File: config.mk
export PLATFORM = sky130hd
export DESIGN_NAME = basseq_top
export DESIGN_NICKNAME = d
export VERILOG_FILES = /design/src/rtl/basseq_pkg.sv /design/src/rtl/basseq_conv_if.sv /design/src/rtl/basseq_conv.sv /design/src/rtl/basseq_top.sv
export SDC_FILE = /design/constraint.sdc
export NUM_CORES = 1
export LEC_CHECK = 0
export BUFFER_PORTS_ARGS = -buffer_cell sky130_fd_sc_hd__buf_2
export CAP_MARGIN = 10
export CORE_MARGIN = 3
export CORE_UTILIZATION = 50
export DETAILED_ROUTE_END_ITERATION = 7
export PLACE_DENSITY = 0.73
export SKIP_CTS_REPAIR_TIMING = 1
export SLEW_MARGIN = 30
export SYNTH_ARGS = -nofsm -noshare
export SYNTH_HDL_FRONTEND = slang
export SYNTH_SLANG_ARGS = --single-unit
File: constraint.sdc
create_clock -name hclk -period 3.77 [get_ports hclk]
set_clock_uncertainty 0.2 [all_clocks]
set_input_delay 0.377 -clock hclk [delete_from_list [all_inputs] [get_ports hclk]]
set_output_delay 0.377 -clock hclk [all_outputs]
set_load 0.01 [all_outputs]
File: src/rtl/basseq_pkg.sv
package basseq_pkg;
  // ---------------------------------------------------------------
  // register map (byte addresses)
  // ---------------------------------------------------------------
  localparam logic [7:0]  CTRL_OFS      = 8'h00;
  localparam logic [7:0]  STATUS_OFS    = 8'h04;
  localparam logic [7:0]  RESULT0_OFS   = 8'h10;
  localparam logic [7:0]  CTRL_RST      = 8'h00;
  // ctrl fields: [2:0] function, [4:3] averaging, [6:5] resolution, [7] start
  localparam int          FN_LSB        = 0;
  localparam int          AVG_LSB       = 3;
  localparam int          RES_LSB       = 5;
  localparam int          START_BIT     = 7;
  // ---------------------------------------------------------------
  // timing, 200 MHz clock
  // ---------------------------------------------------------------
  localparam int          CLK_MHZ       = 200;
  localparam int          FIXED_NS      = 2625;   // single reading overhead
  localparam int          SCAN_NS       = 7500;   // port scan overhead
  localparam int          PER_NS        = 4400;   // per conversion overhead
  localparam int          REF_NS        = 1000;   // reference delay
  localparam int          CONV_DIV      = 50;     // conversion clock period in cycles
  localparam logic [15:0] FIXED_CYC     = 16'((FIXED_NS * CLK_MHZ + 999) / 1000);
  localparam logic [15:0] SCAN_CYC      = 16'((SCAN_NS * CLK_MHZ + 999) / 1000);
  localparam logic [15:0] PER_CYC       = 16'((PER_NS * CLK_MHZ + 999) / 1000);
  localparam logic [15:0] REF_CYC       = 16'((REF_NS * CLK_MHZ + 999) / 1000);
  // functions selected in ctrl
  typedef enum logic [2:0] {
    BASSEQ_FN_BAT1 = 3'h0,
    BASSEQ_FN_BAT2 = 3'h1,
    BASSEQ_FN_AUXILIARY_INPUT_ONE = 3'h2,
    BASSEQ_FN_AUXILIARY_INPUT_TWO = 3'h3,
    BASSEQ_FN_SCAN = 3'h4
  } basseq_fn_t;
endpackage

File: src/rtl/basseq_conv_if.sv
interface basseq_conv_if;
  logic        start;
  logic [1:0]  chan;
  logic [15:0] conv_cyc;
  logic        done;
  logic [11:0] code;
  modport seq (output start, output chan, output conv_cyc, input done, input code);
  modport conv (input start, input chan, input conv_cyc, output done, output code);
endinterface

File: src/rtl/basseq_conv.sv
module basseq_conv
(
  // clock and reset
  input  wire logic         hclk,
  input  wire logic         hresetn,
  // sequencer side
  basseq_conv_if.conv       cv,
  // analog front end
  input  wire logic [11:0]  sample_code
);
  logic [15:0] cnt_r;
  logic        busy_r;
  logic [11:0] code_r;
  logic        done_r;

  // one conversion: counts the requested cycles, then captures the code
  always_ff @(posedge hclk or negedge hresetn)
  begin
    if (!hresetn)
    begin
      cnt_r  <= 16'h0000;
      busy_r <= 1'b0;
      code_r <= 12'h000;
      done_r <= 1'b0;
    end
    else
    begin
      done_r <= 1'b0;
      if (cv.start && !busy_r)
      begin
        busy_r <= 1'b1;
        cnt_r  <= cv.conv_cyc;
      end
      else if (busy_r)
      begin
        if (cnt_r <= 16'h0001)
        begin
          busy_r <= 1'b0;
          done_r <= 1'b1;
          code_r <= sample_code;
        end
        else
          cnt_r <= cnt_r - 16'h0001;
      end
    end
  end

  assign cv.done = done_r;
  assign cv.code = code_r;
endmodule

File: src/rtl/basseq_top.sv
// Contract
// - battery code is input voltage over four
// - divider on only while sampling battery
// - single reading time follows averaging formula
// - two auxiliary inputs read like battery
// - port scan converts both batteries, both auxiliaries
// - scan updates all four result registers
// - scan time follows four-conversion formula
//
// Chosen here: the AHB-Lite register port and the address map.
module basseq_top
(
  // clock and reset
  input  wire logic         hclk,
  input  wire logic         hresetn,
  // ahb-lite slave
  input  wire logic         hsel,
  input  wire logic [7:0]   haddr,
  input  wire logic [1:0]   htrans,
  input  wire logic         hwrite,
  input  wire logic [2:0]   hsize,
  input  wire logic [31:0]  hwdata,
  input  wire logic         hready,
  output logic      [31:0]  hrdata,
  output logic              hreadyout,
  output logic              hresp,
  // analog front end
  input  wire logic [11:0]  sample_code,
  output logic              divider_on,
  output logic      [1:0]   mux_sel
);
  // ---------------------------------------------------------------
  // state
  // ---------------------------------------------------------------
  typedef enum logic [3:0] {
    ST_IDLE = 4'b0001,
    ST_PRE  = 4'b0010,
    ST_CONV = 4'b0100,
    ST_WAIT = 4'b1000
  } basseq_st_t;

  basseq_st_t  st_r;
  logic [7:0]  ctrl_r;
  logic [11:0] res_r [4];
  logic        done_r;
  logic        busy_r;
  logic [15:0] pre_r;
  logic [1:0]  chan_r;
  logic [4:0]  avg_left_r;
  logic        start_r;
  logic        wr_ph_r;
  logic [7:0]  adr_r;
  logic [31:0] rd_mux;
  logic [31:0] hrdata_r;

  basseq_conv_if cif ();

  // averaging count 1/4/8/16 and resolution 8/10/12 bits
  function automatic logic [4:0] avg_n(input logic [1:0] f);
    unique case (f)
      2'h0: avg_n = 5'h01;
      2'h1: avg_n = 5'h04;
      2'h2: avg_n = 5'h08;
      2'h3: avg_n = 5'h10;
    endcase
  endfunction

  function automatic logic [15:0] conv_len(input logic [1:0] r);
    logic [3:0] bits;
    bits = (r == 2'h0) ? 4'hC : ((r == 2'h1) ? 4'h8 : 4'hA);
    // start and done handshake cycles count toward each conversion
    conv_len = 16'(bits * basseq_pkg::CONV_DIV) + basseq_pkg::PER_CYC - 16'h0002;
  endfunction

  wire logic       scan   = (ctrl_r[2:0] == basseq_pkg::BASSEQ_FN_SCAN);
  wire logic [1:0] avg_f  = ctrl_r[basseq_pkg::AVG_LSB +: 2];
  wire logic [1:0] res_f  = ctrl_r[basseq_pkg::RES_LSB +: 2];

  // ---------------------------------------------------------------
  // bus slave
  // ---------------------------------------------------------------
  wire logic take = hsel && hready && htrans[1];

  // capture address phase
  always_ff @(posedge hclk or negedge hresetn)
  begin
    if (!hresetn)
    begin
      wr_ph_r <= 1'b0;
      adr_r   <= 8'h00;
    end
    else if (hready)
    begin
      wr_ph_r <= take && hwrite;
      adr_r   <= haddr;
    end
  end

  // control write; start bit self-clears into a one-cycle pulse
  always_ff @(posedge hclk or negedge hresetn)
  begin
    if (!hresetn)
    begin
      ctrl_r  <= basseq_pkg::CTRL_RST;
      start_r <= 1'b0;
    end
    else
    begin
      start_r <= 1'b0;
      if (wr_ph_r && adr_r == basseq_pkg::CTRL_OFS)
      begin
        ctrl_r  <= {1'b0, hwdata[6:0]};
        start_r <= hwdata[basseq_pkg::START_BIT] && !busy_r;
      end
    end
  end

  // control value as it stands after a write now in its data phase
  wire logic [7:0] ctrl_fwd = (wr_ph_r && adr_r == basseq_pkg::CTRL_OFS) ?
                              {1'b0, hwdata[6:0]} : ctrl_r;

  // read mux on the address phase
  always_comb
  begin
    rd_mux = 32'h0000_0000;
    if (haddr == basseq_pkg::CTRL_OFS)
      rd_mux = {24'h00_0000, ctrl_fwd};
    else if (haddr == basseq_pkg::STATUS_OFS)
      rd_mux = {30'h0000_0000, busy_r, done_r};
    else if (haddr[7:4] == basseq_pkg::RESULT0_OFS[7:4] && haddr[1:0] == 2'h0)
      rd_mux = {20'h0_0000, res_r[haddr[3:2]]};
  end

  // read data taken at the address phase, stands through the data phase
  always_ff @(posedge hclk or negedge hresetn)
  begin
    if (!hresetn)
      hrdata_r <= 32'h0000_0000;
    else if (hready)
      hrdata_r <= (take && !hwrite) ? rd_mux : 32'h0000_0000;
  end

  assign hrdata    = hrdata_r;
  assign hreadyout = 1'b1;
  assign hresp     = 1'b0;

  // ---------------------------------------------------------------
  // sequencer
  // ---------------------------------------------------------------
  always_ff @(posedge hclk or negedge hresetn)
  begin
    if (!hresetn)
    begin
      st_r       <= ST_IDLE;
      pre_r      <= 16'h0000;
      chan_r     <= 2'h0;
      avg_left_r <= 4'h0;
      busy_r     <= 1'b0;
    end
    else
    begin
      unique case (st_r)
        ST_IDLE:
          if (start_r)
          begin
            busy_r     <= 1'b1;
            chan_r     <= scan ? 2'h0 : ctrl_r[1:0];
            pre_r      <= (scan ? basseq_pkg::SCAN_CYC : basseq_pkg::FIXED_CYC)
                          + basseq_pkg::REF_CYC;
            avg_left_r <= avg_n(avg_f);
            st_r       <= ST_PRE;
          end
        ST_PRE:
          if (pre_r <= 16'h0001)
            st_r <= ST_CONV;
          else
            pre_r <= pre_r - 16'h0001;
        ST_CONV:
          st_r <= ST_WAIT;
        ST_WAIT:
          if (cif.done)
          begin
            if (avg_left_r > 5'h01)
            begin
              avg_left_r <= avg_left_r - 5'h01;
              st_r       <= ST_CONV;
            end
            else if (scan && chan_r != 2'h3)
            begin
              chan_r     <= chan_r + 2'h1;
              avg_left_r <= avg_n(avg_f);
              st_r       <= ST_CONV;
            end
            else
            begin
              busy_r <= 1'b0;
              st_r   <= ST_IDLE;
            end
          end
        default:
          st_r <= ST_IDLE;
      endcase
    end
  end

  // result capture: last code of each channel's averaging run
  always_ff @(posedge hclk or negedge hresetn)
  begin
    if (!hresetn)
    begin
      for (int i = 0; i < 4; i++)
        res_r[i] <= 12'h000;
    end
    else if (st_r == ST_WAIT && cif.done && avg_left_r <= 5'h01)
      res_r[chan_r] <= cif.code;
  end

  // done flag: set at end wins over clear by new start
  always_ff @(posedge hclk or negedge hresetn)
  begin
    if (!hresetn)
      done_r <= 1'b0;
    else if (st_r == ST_WAIT && cif.done && avg_left_r <= 5'h01
             && !(scan && chan_r != 2'h3))
      done_r <= 1'b1;
    else if (start_r)
      done_r <= 1'b0;
  end

  assign cif.start    = (st_r == ST_CONV);
  assign cif.chan     = chan_r;
  assign cif.conv_cyc = conv_len(res_f);
  // divider only while a battery channel is converting
  assign divider_on   = (st_r == ST_CONV || st_r == ST_WAIT) && !chan_r[1];
  assign mux_sel      = chan_r;

  basseq_conv basseq_conv_inst
  (
    .hclk        (hclk),
    .hresetn     (hresetn),
    .cv          (cif.conv),
    .sample_code (sample_code)
  );

  // ---------------------------------------------------------------
  // checks
  // ---------------------------------------------------------------
  property p_div_off;
    @(posedge hclk) disable iff (!hresetn) (st_r == ST_IDLE) |-> !divider_on;
  endproperty
  a_div_off: assert property (p_div_off) else $error("divider on while idle");

  property p_div_aux;
    @(posedge hclk) disable iff (!hresetn) chan_r[1] |-> !divider_on;
  endproperty
  a_div_aux: assert property (p_div_aux) else $error("divider on for aux");

  property p_pre_len;
    @(posedge hclk) disable iff (!hresetn)
      (st_r == ST_IDLE && start_r && !scan) |=> (st_r == ST_PRE) [*8];
  endproperty
  a_pre_len: assert property (p_pre_len) else $error("reading overhead too short");

  property p_scan_first;
    @(posedge hclk) disable iff (!hresetn)
      (st_r == ST_IDLE && start_r && scan) |=> (chan_r == 2'h0);
  endproperty
  a_scan_first: assert property (p_scan_first) else $error("scan not at channel 0");

  property p_scan_end;
    @(posedge hclk) disable iff (!hresetn)
      ($fell(busy_r) && scan) |-> (chan_r == 2'h3);
  endproperty
  a_scan_end: assert property (p_scan_end) else $error("scan ended early");

  property p_res_upd;
    @(posedge hclk) disable iff (!hresetn)
      (st_r == ST_WAIT && cif.done && avg_left_r == 5'h01)
        |=> (res_r[$past(chan_r)] == $past(cif.code));
  endproperty
  a_res_upd: assert property (p_res_upd) else $error("result not stored");

  property p_done_set;
    @(posedge hclk) disable iff (!hresetn) $fell(busy_r) |-> done_r;
  endproperty
  a_done_set: assert property (p_done_set) else $error("done missing at end");

  property p_one_start;
    @(posedge hclk) disable iff (!hresetn) start_r |=> !start_r;
  endproperty
  a_one_start: assert property (p_one_start) else $error("start not a pulse");
endmodule

**Word-level counts from Yosys, hierarchy flattened**

Cells that the tools add are included.

- Add/sub/neg operators: 7
- Multiply operators: 1
- Divide/modulo/power cells: 0
- $lt $le $gt $ge: 7
- Equal/unequal tests: 21
- Shifts and indexed selects: 0
- Mux-type cells: 52
- Bitwise gates (word level): 3
- Reductions and logical operators: 36

Operator list:

| kind | count |
|---|---|
| 16-bit 2-to-1 mux | 5 |
| 32-bit 2-to-1 mux | 2 |
| 12-bit 2-to-1 mux | 5 |
| 48-bit bitwise mux | 1 |
| 16-bit by 1-bit <= comparator with 1-bit output, second input constant | 2 |
| 16-bit case mux with 2 select lines | 1 |
| 16-bit by 1-bit subtractor with 16-bit output, second input constant | 2 |
| 12-bit binary-select mux with 2-bit select | 1 |
| 12-bit demux with 2-bit select | 1 |
| 5-bit 2-to-1 mux | 4 |
| 5-bit case mux with 4 select lines | 1 |
| 8-bit zero test | 2 |
| 4-bit case mux with 4 select lines | 1 |
| 1-bit logical AND | 14 |
| 2-bit inequality test, second input constant | 7 |
| 1-bit 2-to-1 mux | 13 |
| 11-bit by 8-bit adder with 12-bit output, second input constant | 1 |
| 2-bit 2-to-1 mux | 6 |
| 4-bit 2-to-1 mux | 3 |
| 11-bit by 2-bit subtractor with 12-bit output, second input constant | 1 |
| 10-bit by 10-bit adder with 11-bit output, second input constant | 1 |
| 11-bit 2-to-1 mux | 1 |
| 5-bit case mux with 2 select lines | 1 |
| 5-bit AND reduction | 2 |
| 30 further kinds | 49 |

- Register bits: 157
- Bits in latches: 0
- Memory bits (writable): 0
- Bits in read-only memories: 0
- Input bits: 62
- Output and inout port bits: 37
- Word-level logic and storage cells: 146
- Memories kept: 0

**Depth between registers and ports, before layout**

- Word-level depth: 8
- Depth in mapped cells: 9
- Mapped depth without buffers: 8

**Cells and area by module**

Synthesis repeated with hierarchy kept, for this count alone.

- Cells, all modules: 625
- Area total of the unflattened synthesis: 7343.3 µm²

Modules (own cells, without submodules):

| module | times used | cells an instance | area an instance (µm²) | seq. area each (µm²) |
|---|---|---|---|---|
| basseq_top | 1 | 470 | 5674.2 | 2678.8 |
| basseq_conv | 1 | 155 | 1669.1 | 750.7 |

**Worst setup path before layout**

Ideal clock, no wire load.

- Kind: register to register
- Start: register basseq_conv_inst.cnt_r[10]
- End: register basseq_conv_inst.code_r[10], in the netlist basseq_conv_inst.cv.code[10]
- Library setup time: 0.125 ns
- Arrival time: 2.310 ns
- Required time: 3.445 ns
- Setup slack: 1.135 ns
- Cell stages (with the launch flop): 8
- Path buffers: 2
- Period minus slack after synthesis: 2.635 ns
- Path through: dfrtp_1 or4_4 or4_4 buf_6 nor3_4 nand2_4 buf_6 mux2_4

- Cells in the longest elaborated chain, start to end: 2

RTL lines:

| element | RTL line | text |
|---|---|---|
| from (decl) | basseq_conv.sv:11 | `logic [15:0] cnt_r;` |
| from (signal assigned) | basseq_conv.sv:32 | `cnt_r <= cv.conv_cyc;` |
| from (signal assigned) | basseq_conv.sv:43 | `cnt_r <= cnt_r - 16'h0001;` |
| 16-bit by 1-bit <= comparator with 1-bit output | basseq_conv.sv:36 | `if (cnt_r <= 16'h0001)` |
| 3-bit AND reduction (no source line) | -- |  |
| to (signal assigned) | basseq_conv.sv:40 | `code_r <= sample_code;` |
| to (decl) | basseq_conv.sv:13 | `logic [11:0] code_r;` |

Every way passes these cells.
A chain may end at the register's enable or synchronous reset.

**Worst setup path after layout**

- Start: register st_r[1]
- End: register res_r[45] in the netlist's numbering

- Cells in the longest elaborated chain, start to end: 3

RTL lines:

| element | RTL line | text |
|---|---|---|
| from (decl) | basseq_top.sv:42 | `basseq_st_t st_r;` |
| from (signal assigned) | basseq_top.sv:154 | `st_r <= ST_IDLE;` |
| from (signal assigned) | basseq_top.sv:171 | `st_r <= ST_PRE;` |
| from (signal assigned) | basseq_top.sv:175 | `st_r <= ST_CONV;` |
| 4-bit equality test | basseq_top.sv:214 | `else if (st_r == ST_WAIT && cif.done && avg_left_r <= 5'h01)` |
| 1-bit logical AND (2 in series) | basseq_top.sv:214 |  |
| to (signal, indexed assignment) | basseq_top.sv:215 | `res_r[chan_r] <= cif.code;` |
| to (decl) | basseq_top.sv:44 | `logic [11:0] res_r [4];` |

Every way passes these cells.

==> impl_metrics.ini <==
[run_status]
run_status = finished clean

[global_routing]
grt_util_all_layers = 0.1935
global_route_wire_length_before_repair_mm = 22.69
maximum_number_of_pins_on_one_net_before_global_route_repair = 84
initial_antenna_violation_count = 0
grt_pass1_vias = 4646
global_route.overflow_total = 0

[critical_path]
setup.worst_path.start_class = flip-flop
r2r.worst_path.cells = 4
worst-endpoint-arrival_ns = 3.12
path_max_fanout = 12
cp.required_ns = 3.87
worst-r2r-setup-slack_ns = 0.75
r2r-end = res_r[45]$_DFFE_PN0P_
critical_path_class = flip-flop to flip-flop
regToRegStartpoint = st_r[1]$_DFFE_PN0P_
timing.critical_path.to_type = flip-flop

[routing]
wl_per_cell_um = 16.25
vias_per_cell = 5.560
drt_wl_total_mm = 13.75
detailedRoute.firstPassIterationCount = 4
detailroute.via_count = 4704
drc = 0
first_drt_iteration_drcs = 249
ant_nets = 0

[clock_network]
cts_tree = done
clock_tree.root_cell = clkbuf_16
tritoncts_num_sinks = 137
number_of_buffers_created_by_cts = 17
clock_path_buffers = 2
worst_skew_pair.late_latency_ns = 0.42
path_clk_slew_ns = 0.06
cts.htree.levels = 4

[job]
max_cap_violations = 0

[placed_design]
final_weighted_congestion_in_routability_driven_placement = 0.8286
port_buffers = 48
placed_area_um2 = 7126
place_ws_ns = 0.8164
dp_hpwl_mm = 9.356

[synthesis]
synth-seq-cells = 137
netlist_instances = 599
synth_top_family_by_area = multiplexers
postSynth.topFlopCell = dfrtp_1
post_synthesis_compound_gate_area_fraction = 0.1038
synth_cell_types = 67
yosys_warnings = 0
syn-cell-area_um2 = 6800
synthMuxAreaShare = 0.1667
post_synthesis_simple_gate_area_fraction = 0.1343
post_synth_edffs = 0
register_area_share_after_synthesis = 0.5043
post_syn_area_per_cell_um2 = 11.35
post_synth_fa_ha_maj_area_fraction = 0.01840
post_synthesis_xor_xnor_area_fraction = 0.01546
synth-async-reset-ratio = 1.000

[finish]
num_antenna_cells = 0
layout-area-overhead-vs-synth_pct = 15.73
layout.cells.most_common = dfrtp_1
final_nets = 733
stdcell_area_um2 = 7870
n_fill_cell = 1061
layout_common_cells = 136 x dfrtp_1, 66 x mux2_2, 47 x buf_2
post_route_cells_drive_above_1_share = 0.2774

[sta]
tightest_slew_ns = 0.7566
layout_min_cycle_time_ns = 3.016
timing.setup.tns_ns = 0
slew_headroom = 0.4956
whs_ns = 0.001745
final_setup_violations = 0
post-route-worst-setup-slack_ns = 0.7541
period_share = 0.8000
fmax_mhz = 331.6
grt_setup_unrepaired = no
report.final.hold_viol_count = 0
final-max-slew-violation-count = 0

[floorplanning]
floorplan.core_area_um2 = 12980
die-area_um2 = 15040
chipWidth_um = 122.6
num_rows = 41
die_y_um = 122.6
initial_core_util = 0.5240
top_level_ports = 99

[pwr]
p_leak_nw = 3.776
total_power_mw = 3.652
power.ir.vdd_worst_mv = 0.3580
power_per_cell_area_nw_per_um2 = 464.1

[hold_path]
timing.hold.worst_endpoint = basseq_conv_inst.cv.code[0]$_DFFE_PN0P_
holdPathStages = 2
timing.hold.worst.start = sample_code[0]
holdCritPathClass = input port to flip-flop
-- report_power, final --
part	switching, mW	internal [mW]	total [mW]
clock network	0.638	1.05	1.69
registers	0.0761	1.53	1.61
logic	0.195	0.156	0.350
total	0.909	2.74	3.65
-- worst max path at each step --
stage                                                to  slack (ns)                                    from  cells after the start
6_report                          res_r[45]$_DFFE_PN0P_        0.75                     st_r[1]$_DFFE_PN0P_                      4
5_1_grt                           res_r[43]$_DFFE_PN0P_        0.61                     st_r[1]$_DFFE_PN0P_                      4
4_1_cts                           res_r[39]$_DFFE_PN0P_        0.78                     st_r[1]$_DFFE_PN0P_                      4
3_5_place_dp                      res_r[40]$_DFFE_PN0P_        0.82                     st_r[1]$_DFFE_PN0P_                      4
3_3_place_gp                      res_r[32]$_DFFE_PN0P_        0.86                     st_r[1]$_DFFE_PN0P_                      4
2_1_floorplan  basseq_conv_inst.cv.code[10]$_DFFE_PN0P_        1.14  basseq_conv_inst.cnt_r[10]$_DFFE_PN0P_                      7
-- flip-flops by register name (all words and copies together), names as in the netlist, 2 cells and up --
signal,flops
res_r,48
basseq_conv_inst.cnt_r,16
pre_r,16
basseq_conv_inst.cv.code,12
hrdata,12
adr_r,8
ctrl_r,8
avg_left_r,5
st_r,4
mux_sel,2
-- layout make-up --
cell class | instances | area [µm²] | area share
Sequential cell | 137 | 3430 | 0.4358
Tap cell | 172 | 215.2 | 0.02734
Clock buffer | 21 | 480.5 | 0.06105
Clock inverter | 11 | 133.9 | 0.01701
Inverter | 27 | 101.3 | 0.01288
Multi-Input combinational cell | 408 | 3065 | 0.3895
Timing Repair Buffer | 70 | 444.2 | 0.05644
-- metal layers --
metal	routed length [µm]	GRT usage
met1	5945	0.2366
met2	7117	0.3336
met3	457	0.04194
met4	230	0.07838
met5	0	0
-- cells in the mapped netlist, drive strengths merged (3+ instances only) --
library cell  instances  area share
a211o                 4      0.0052
a211oi                7      0.0077
a21o                  3      0.0033
a21oi                20       0.015
and2                  6      0.0055
buf                  30       0.032
clkbuf               17      0.0094
dfrtp               136        0.50
ha                   10       0.018
inv                  27       0.015
mux2                 75        0.13
mux2i                 3      0.0044
mux4                 10       0.033
nand2                33       0.019
nand2b                3      0.0028
nand3                11      0.0081
nand4                 4      0.0037
nor2                 46       0.025
nor2b                 4      0.0037
nor3                 17       0.014
nor3b                 5      0.0055
nor4                  5      0.0046
nor4b                 5      0.0064
o211ai                8      0.0088
o21ai                27       0.020
o22ai                10      0.0092
o31ai                 6      0.0066
or3                   9      0.0083
or4                   9       0.011
xnor2                 9       0.012
xor2                  3      0.0039
-- critical path, stage by stage (launching register included) --
cell,delay (ns)
dfrtp_1,0.47
or4b_2,0.77
nor2_1,0.36
nand3_1,0.60
mux2_2,0.50
-- cell families after synthesis --
logic type / Yosys count
compound gates: 107
xor+xnor: 12
fa+ha+maj: 10
buf+inv: 74
flops: 137
mux: 88
other cells: 2
simple gates: 169
-- through the flow --
stage,std cells,util
6_report,846,0.6064
5_1_grt,846,0.6064
4_1_cts,833,0.5964
3_5_place_dp,801,0.5490
3_3_place_gp,801,0.5490
2_1_floorplan,619,-
No activity file was read; power rests on OpenSTA's default activity.
